**config.mk**
```make
export PLATFORM = sky130hd
export DESIGN_NAME = lsgp_top
export DESIGN_NICKNAME = d
export VERILOG_FILES = /design/src/hw/lsgp_pkg.sv /design/src/hw/lsgp_sync.sv /design/src/hw/lsgp_pin.sv /design/src/hw/lsgp_top.sv
export VERILOG_INCLUDE_DIRS = /design/src /design/src/hw
export SDC_FILE = /design/constraint.sdc
export NUM_CORES = 1
export LEC_CHECK = 0
export BUFFER_PORTS_ARGS = -buffer_cell sky130_fd_sc_hd__buf_4
export CAP_MARGIN = 20
export CORE_MARGIN = 8
export CORE_UTILIZATION = 45
export CTS_BUF_LIST = sky130_fd_sc_hd__clkbuf_4
export DETAILED_ROUTE_END_ITERATION = 10
export GPL_TIMING_DRIVEN = 0
export PLACE_DENSITY_LB_ADDON = 0.05
export SLEW_MARGIN = 20
export SYNTH_ARGS = -nofsm -noshare
export SYNTH_HDL_FRONTEND = slang
export SYNTH_SLANG_ARGS = --single-unit
export TNS_END_PERCENT = 30
```
**constraint.sdc**
```tcl
create_clock -name mclk -period 3.3 [get_ports mclk]
set_clock_uncertainty 0.05 [all_clocks]
set_input_delay 0.66 -clock mclk [delete_from_list [all_inputs] [get_ports mclk]]
set_output_delay 0.66 -clock mclk [all_outputs]
set_load 0.05 [all_outputs]
```
**src/hw/lsgp_consts.svh**
```systemverilog
// register offsets, field positions and reset values of the shared gpio ports
`ifndef LSGP_CONSTS_SVH
`define LSGP_CONSTS_SVH
`define LSGP_OFF_C_DATA   8'h02
`define LSGP_OFF_D_DATA   8'h03
`define LSGP_OFF_E_DATA   8'h09
`define LSGP_OFF_C_DIR    8'h06
`define LSGP_OFF_D_DIR    8'h07
`define LSGP_OFF_E_DIR    8'h0D
`define LSGP_OFF_OPTION   8'h1E
`define LSGP_OFF_DISPLAY  8'h20
`define LSGP_BIT_D_LCD    1
`define LSGP_BIT_E_LCD    2
`define LSGP_BIT_LCD_ON   0
`define LSGP_DIR_RESET    8'h00
`define LSGP_OPT_RESET    8'h00
`define LSGP_DISP_RESET   8'h00
`define LSGP_SYNC_RESET   2'h0
`endif

```
**src/hw/lsgp_pkg.sv**
```systemverilog
// types shared by the shared gpio port files
`default_nettype none
package lsgp_pkg;
   typedef logic [7:0] lsgp_byte_type;
   typedef enum logic [1:0] {
      lsgp_sel_none,
      lsgp_sel_gpio,
      lsgp_sel_display
   } lsgp_owner_type;
endpackage
`default_nettype wire

```
**src/hw/lsgp_sync.sv**
```systemverilog
// two flip-flop synchroniser for one pin level
`timescale 1ns/1ps
`default_nettype none
`include "lsgp_consts.svh"
module lsgp_sync (
   // clock and reset
   input  wire  logic mclk,
   input  wire  logic resetn,
   // level in and out
   input  wire  logic async_in,
   output var   logic sync_out
);
   logic [1:0] stage_reg;

   // first stage is read only by the second
   always_ff @(posedge mclk or negedge resetn) begin
      if (!resetn) begin
         stage_reg <= `LSGP_SYNC_RESET;
      end else begin
         stage_reg <= {stage_reg[0], async_in};
      end
   end

   assign sync_out = stage_reg[1];
endmodule
`default_nettype wire

```
**src/hw/lsgp_pin.sv**
```systemverilog
// one port pin: direction, latch, input sense and display override
`timescale 1ns/1ps
`default_nettype none
`include "lsgp_consts.svh"
module lsgp_pin (
   // clock and reset
   input  wire  logic mclk,
   input  wire  logic resetn,
   // control from the registers, display level from the driver
   input  wire  logic dir_bit,
   input  wire  logic latch_bit,
   input  wire  logic display_sel,
   input  wire  logic display_in,
   // pad
   input  wire  logic pad_in,
   output var   logic pad_out,
   output var   logic pad_oe,
   // read value
   output var   logic read_bit
);
   logic pin_level;

   lsgp_sync u_sync (
      .mclk     (mclk),
      .resetn   (resetn),
      .async_in (pad_in),
      .sync_out (pin_level)
   );

   // display takes the pad over whatever the direction and latch say
   always_comb begin
      if (display_sel) begin
         pad_out = display_in;
         pad_oe  = 1'b1;
      end else begin
         pad_out = latch_bit;
         pad_oe  = dir_bit;
      end
   end

   // outputs read the latch, inputs read the synchronised pin
   assign read_bit = dir_bit ? latch_bit : pin_level;
endmodule
`default_nettype wire

```
**src/hw/lsgp_top.sv**
```systemverilog
// three 8-bit gpio ports, two of them shareable with the display driver
`timescale 1ns/1ps
`default_nettype none
`include "lsgp_consts.svh"
module lsgp_top (
   // clock and reset
   input  wire  logic       mclk,
   input  wire  logic       resetn,
   // register port
   input  wire  logic [7:0] reg_addr,
   input  wire  logic [7:0] reg_wdata,
   input  wire  logic       reg_write,
   input  wire  logic       reg_read,
   output var   logic [7:0] reg_rdata,
   // frontplane signals from the display driver
   input  wire  logic [7:0] frontplane_outputs_upper,
   input  wire  logic [7:0] frontplane_outputs_lower,
   // third port pads
   input  wire  logic [7:0] c_pad_in,
   output var   logic [7:0] c_pad_out,
   output var   logic [7:0] c_pad_oe,
   // fourth port pads
   input  wire  logic [7:0] d_pad_in,
   output var   logic [7:0] d_pad_out,
   output var   logic [7:0] d_pad_oe,
   // fifth port pads
   input  wire  logic [7:0] e_pad_in,
   output var   logic [7:0] e_pad_out,
   output var   logic [7:0] e_pad_oe,
   // display ownership seen from outside
   output var   logic       fourth_port_lcd_active,
   output var   logic       fifth_port_lcd_active
);
   // stored state
   lsgp_pkg::lsgp_byte_type third_port_latch;
   lsgp_pkg::lsgp_byte_type fourth_port_latch;
   lsgp_pkg::lsgp_byte_type fifth_port_latch;
   lsgp_pkg::lsgp_byte_type third_port_direction;
   lsgp_pkg::lsgp_byte_type fourth_port_direction;
   lsgp_pkg::lsgp_byte_type fifth_port_direction;
   lsgp_pkg::lsgp_byte_type second_option_register;
   lsgp_pkg::lsgp_byte_type display_control_register;
   lsgp_pkg::lsgp_byte_type rdata_reg;
   lsgp_pkg::lsgp_byte_type rdata_next;
   // per pin read values
   lsgp_pkg::lsgp_byte_type c_read;
   lsgp_pkg::lsgp_byte_type d_read;
   lsgp_pkg::lsgp_byte_type e_read;
   lsgp_pkg::lsgp_owner_type d_owner;
   lsgp_pkg::lsgp_owner_type e_owner;
   logic fourth_port_lcd_enable;
   logic fifth_port_lcd_enable;
   logic display_driver_enable;

   // address decode used for both writes and reads
   function automatic logic hit(input logic [7:0] addr, input logic [7:0] off);
      hit = (addr == off);
   endfunction

   // latches have no reset on purpose: contents survive a system reset
   always_ff @(posedge mclk) begin
      if (reg_write && hit(reg_addr, `LSGP_OFF_C_DATA)) begin
         third_port_latch <= reg_wdata;
      end
      if (reg_write && hit(reg_addr, `LSGP_OFF_D_DATA)) begin
         fourth_port_latch <= reg_wdata;
      end
      if (reg_write && hit(reg_addr, `LSGP_OFF_E_DATA)) begin
         fifth_port_latch <= reg_wdata;
      end
   end

   // direction registers come out of reset as all inputs
   always_ff @(posedge mclk or negedge resetn) begin
      if (!resetn) begin
         third_port_direction  <= `LSGP_DIR_RESET;
         fourth_port_direction <= `LSGP_DIR_RESET;
         fifth_port_direction  <= `LSGP_DIR_RESET;
      end else if (reg_write) begin
         if (hit(reg_addr, `LSGP_OFF_C_DIR)) begin
            third_port_direction <= reg_wdata;
         end
         if (hit(reg_addr, `LSGP_OFF_D_DIR)) begin
            fourth_port_direction <= reg_wdata;
         end
         if (hit(reg_addr, `LSGP_OFF_E_DIR)) begin
            fifth_port_direction <= reg_wdata;
         end
      end
   end

   // display enables, cleared at reset so the pins start as gpio
   always_ff @(posedge mclk or negedge resetn) begin
      if (!resetn) begin
         second_option_register   <= `LSGP_OPT_RESET;
         display_control_register <= `LSGP_DISP_RESET;
      end else if (reg_write) begin
         if (hit(reg_addr, `LSGP_OFF_OPTION)) begin
            second_option_register <= reg_wdata;
         end
         if (hit(reg_addr, `LSGP_OFF_DISPLAY)) begin
            display_control_register <= reg_wdata;
         end
      end
   end

   assign fourth_port_lcd_enable = second_option_register[`LSGP_BIT_D_LCD];
   assign fifth_port_lcd_enable  = second_option_register[`LSGP_BIT_E_LCD];
   assign display_driver_enable  = display_control_register[`LSGP_BIT_LCD_ON];

   // whole-port ownership; both enables are needed to hand a port over
   always_comb begin
      d_owner = (fourth_port_lcd_enable && display_driver_enable) ?
                lsgp_pkg::lsgp_sel_display : lsgp_pkg::lsgp_sel_gpio;
      e_owner = (fifth_port_lcd_enable && display_driver_enable) ?
                lsgp_pkg::lsgp_sel_display : lsgp_pkg::lsgp_sel_gpio;
   end

   assign fourth_port_lcd_active = (d_owner == lsgp_pkg::lsgp_sel_display);
   assign fifth_port_lcd_active  = (e_owner == lsgp_pkg::lsgp_sel_display);

   // eight pins per port, bit n of latch and direction drive pin n
   genvar gi;
   generate
      for (gi = 0; gi < 8; gi = gi + 1) begin : g_pins
         lsgp_pin u_c (
            .mclk        (mclk),
            .resetn      (resetn),
            .dir_bit     (third_port_direction[gi]),
            .latch_bit   (third_port_latch[gi]),
            .display_sel (1'b0),
            .display_in  (1'b0),
            .pad_in      (c_pad_in[gi]),
            .pad_out     (c_pad_out[gi]),
            .pad_oe      (c_pad_oe[gi]),
            .read_bit    (c_read[gi])
         );
         lsgp_pin u_d (
            .mclk        (mclk),
            .resetn      (resetn),
            .dir_bit     (fourth_port_direction[gi]),
            .latch_bit   (fourth_port_latch[gi]),
            .display_sel (fourth_port_lcd_active),
            .display_in  (frontplane_outputs_upper[gi]),
            .pad_in      (d_pad_in[gi]),
            .pad_out     (d_pad_out[gi]),
            .pad_oe      (d_pad_oe[gi]),
            .read_bit    (d_read[gi])
         );
         lsgp_pin u_e (
            .mclk        (mclk),
            .resetn      (resetn),
            .dir_bit     (fifth_port_direction[gi]),
            .latch_bit   (fifth_port_latch[gi]),
            .display_sel (fifth_port_lcd_active),
            .display_in  (frontplane_outputs_lower[gi]),
            .pad_in      (e_pad_in[gi]),
            .pad_out     (e_pad_out[gi]),
            .pad_oe      (e_pad_oe[gi]),
            .read_bit    (e_read[gi])
         );
      end
   endgenerate

   // read mux; unmapped addresses read zero
   always_comb begin
      rdata_next = 8'h00;
      if (hit(reg_addr, `LSGP_OFF_C_DATA)) begin
         rdata_next = c_read;
      end else if (hit(reg_addr, `LSGP_OFF_D_DATA)) begin
         rdata_next = d_read;
      end else if (hit(reg_addr, `LSGP_OFF_E_DATA)) begin
         rdata_next = e_read;
      end else if (hit(reg_addr, `LSGP_OFF_C_DIR)) begin
         rdata_next = third_port_direction;
      end else if (hit(reg_addr, `LSGP_OFF_D_DIR)) begin
         rdata_next = fourth_port_direction;
      end else if (hit(reg_addr, `LSGP_OFF_E_DIR)) begin
         rdata_next = fifth_port_direction;
      end else if (hit(reg_addr, `LSGP_OFF_OPTION)) begin
         rdata_next = second_option_register;
      end else if (hit(reg_addr, `LSGP_OFF_DISPLAY)) begin
         rdata_next = display_control_register;
      end
   end

   // read data stands for one cycle after the strobe, zero otherwise
   always_ff @(posedge mclk or negedge resetn) begin
      if (!resetn) begin
         rdata_reg <= 8'h00;
      end else if (reg_read) begin
         rdata_reg <= rdata_next;
      end else begin
         rdata_reg <= 8'h00;
      end
   end

   assign reg_rdata = rdata_reg;
endmodule
`default_nettype wire

```
==> run_results.csv <==
group,metric,value,unit
critical_path,r2r-end,"reg_rdata[4]",
die,core_area,11500,sq um
global_routing,first_global_vias,3867,
min_path,min_path_type,"in2async",
timing,setup_tns,0,ns
timing,finalHoldViolCount,0,
placement,gp_congestion,0.878,
die,rows,39,
clock_network,cts.sinks,120,
timing,rsz0062_at_grt,"false",
clock_network,root_buffer,"clkbuf_4",
placement,port_buffers,114,
critical_path,cpMaxStageDelayCell,"dfrtp_1",
critical_path,cp_common_cell,"buf_4",
layout,utilization,58.4,%
critical_path,reg2reg_depth,4,
job,maxCapViolCount,0,
critical_path,cp.arrival,2.40,ns
global_routing,track_usage,17.4,%
pwr,p_leak,3.17,nW
layout,post_route_cells_drive_above_1_share,51.6,%
run_status,outcome,"completed",
logic_synthesis,synthTopCellsByArea,"dfrtp_1, mux2_2, edfxtp_1",
critical_path,cp-start-kind,"flip-flop",
pwr,power.total,3.17,mW
timing,setup_slack,0.193,ns
drt,drc_errors,0,
drt,firstDrtPassIters,5,
logic_synthesis,ys_ff_latch,120,
critical_path,path_class,"reg2out",
logic_synthesis,ys_types,33,
placement,hpwl,9660,um
pwr,clock_power_share,39.6,%
clock_network,tritoncts,"built",
logic_synthesis,yosysTopAreaCell,"dfrtp_1",
pwr,switching_share,24.7,%
die,num_io_pins,118,
critical_path,critPathMaxFanout,10,
clock_network,cts_buffer_depth,2,
logic_synthesis,postSynthCellCount,393,
pwr,p_seq_share,50.3,%
placement,dp_slack,0.624,ns
clock_network,htreeDepth,4,
critical_path,cpPeakStageDelay,0.43,ns
global_routing,overflow,0,
layout,n_fill_cell,976,
pwr,p_sw,0.784,mW
layout,area_growth,26.1,%
drt,postRouteAntennaNets,0,
die,die_h,125,um
drt,wl_per_cell,19.5,um
pwr,power_density,471,nW/um^2
global_routing,grt_pass1_wl,21100,um
timing,finalSetupViolCount,0,
pwr,comb_power_share,10.1,%
die,die_w,125,um
global_routing,grt_start_max_net_pins,97,
timing,max_slew_margin,40.6,%
logic_synthesis,yosysWarnings,0,
timing,fin_crit,3.11,ns
timing,drv_slew,0,
clock_network,cts_buffers,17,
logic_synthesis,syn_nets,453,
drt,viasPerCell,5.29,
timing,worst_pin_slew,0.891,ns
critical_path,endpoint_kind,"output pin",
critical_path,cp_cell_sequence,"nand2_1 -> clkbuf_1 -> mux2_2 -> buf_4 -> buf_4",
clock_network,clk_latency,0.51,ns
timing,period_share,94.2,%
critical_path,worstPathRequired,2.59,ns
global_routing,grt_antenna_before_repair,0,
pwr,p_int,2.39,mW
logic_synthesis,synth_top_area_share,45.0,%
die,start_util,46.3,%
logic_synthesis,syn_avg_cell_area,13.6,sq um
drt,drt-total-wl,13300,um
die,die_area,15600,sq um
logic_synthesis,ys_seq_area_share,58.5,%
critical_path,reg2reg_slack,1.74,ns
drt,drtIter0Drc,273,
critical_path,rr_startpoint,"fifth_port_direction[4]",
pwr,ir_drop,0.387,mV
timing,fmax,0.322,GHz
layout,fin_nets,586,
drt,vias,3610,
layout,antenna_cells,0,
clock_network,clk_pin_slew,0.11,ns
logic_synthesis,syn_area,5340,sq um
[timing repair]
item	in CTS	in global routing
resized for setup	0	2
hold buffers	0	0
hold endpoints to repair	0	0
setup buffers	0	0
setup endpoints to repair	0	1
[worst max-delay path, delay by kind of cell, from the launching register on]
kind          cells  cell delay (ns)
mux               1             0.39
flops             1             0.43
buf+inv           3             0.72
simple gates      1             0.35
[metrics by stage]
step | hold WS, ns | cells | cell area (sq um)
2_1_floorplan | 0.281 | 393 | 5340
3_3_place_gp | 0.282 | 650 | 6370
3_5_place_dp | 0.285 | 650 | 6380
4_1_cts | 0.158 | 682 | 6730
5_1_grt | 0.148 | 682 | 6730
6_report | 0.157 | 682 | 6730
[routing by layer]
layer	track usage, %	part of all wire, %
met5	0	0
met4	6.73	2.4
met3	5.09	6.3
met2	27.5	48
met1	22.2	44
[area by class of cell]
class                      count  area [sq um]  area share [%]
buffer                        68           453            6.73
clock buffer                  17           128            1.90
clock inverter                15           224            3.33
inverter                       2          7.51           0.112
multi-input combinational    203          1760            26.1
sequential                   120          3120            46.4
tap                          143           179            2.66
timing repair buffer         114           860            12.8
[worst max-delay path by stage]
stage                                startpoint                 endpoint  slack [ns]  cells past startpoint
floorplan                           reg_addr[7]  fifth_port_direction[0]        1.14                      6
global placement    display_control_register[0]             e_pad_out[0]        0.62                      5
detailed placement  display_control_register[0]             e_pad_out[0]        0.62                      5
CTS                 display_control_register[0]             e_pad_out[0]        0.04                      5
global route        display_control_register[0]             d_pad_out[0]        0.06                      5
finish              display_control_register[0]             d_pad_out[0]        0.19                      5
[power by group through the flow]
stage	sequential [mW]	clock, mW	combinational (mW)
floorplan	1.62	0	0.176
global placement	1.62	0	0.319
detailed placement	1.63	0	0.323
CTS	1.60	1.28	0.324
global route	1.60	1.34	0.344
finish	1.60	1.26	0.319
[cell usage in the layout (no fill, tap or decap), drive strengths merged, types with 3 or more instances in the layout]
cell type  Yosys  routed
buf           59     173
dfrtp         96      96
mux2          72      72
clkbuf         9      26
edfxtp        24      24
nand2         21      21
nand2b        18      18
o21ai          8       8
mux2i          8       8
a221oi         8       8
o22a           8       8
nand3b         8       8
a222oi         8       8
a21oi          8       8
o221ai         8       8
o22ai          8       8
bufinv         0       5
clkinvlp       0       4
inv            2       4
clkinv         0       4
and3           3       3
nor4           3       3
[cell families after synthesis]
logic type             after synthesis  synth area share, %
DFF                                120                 58.5
muxes                               80                 16.7
buffers and inverters               70                 8.60
and+or+nand+nor                     67                 8.32
AOI/OAI and AO/OA                   56                 7.88
[Yosys cell counts]
cell type  instances
dfrtp_1           96
mux2_2            72
buf_4             50
edfxtp_1          24
nand2_1           21
nand2b_1          18
clkbuf_1           9
a21oi_1            8
a221oi_1           8
a222oi_1           8
mux2i_1            8
nand3b_1           8
o21ai_0            8
o221ai_1           8
o22a_1             8
o22ai_1            8
buf_2              7
and3_1             3
and4b_1            2
buf_1              2
inv_1              2
nand3_1            2
nor4_4             2
nor4bb_1           2
and3b_1            1
and4_1             1
nand4_1            1
nand4b_1           1
nor2_1             1
nor3b_1            1
nor4_1             1
nor4b_4            1
or4_1              1
Power figures use the tool's default switching activity.
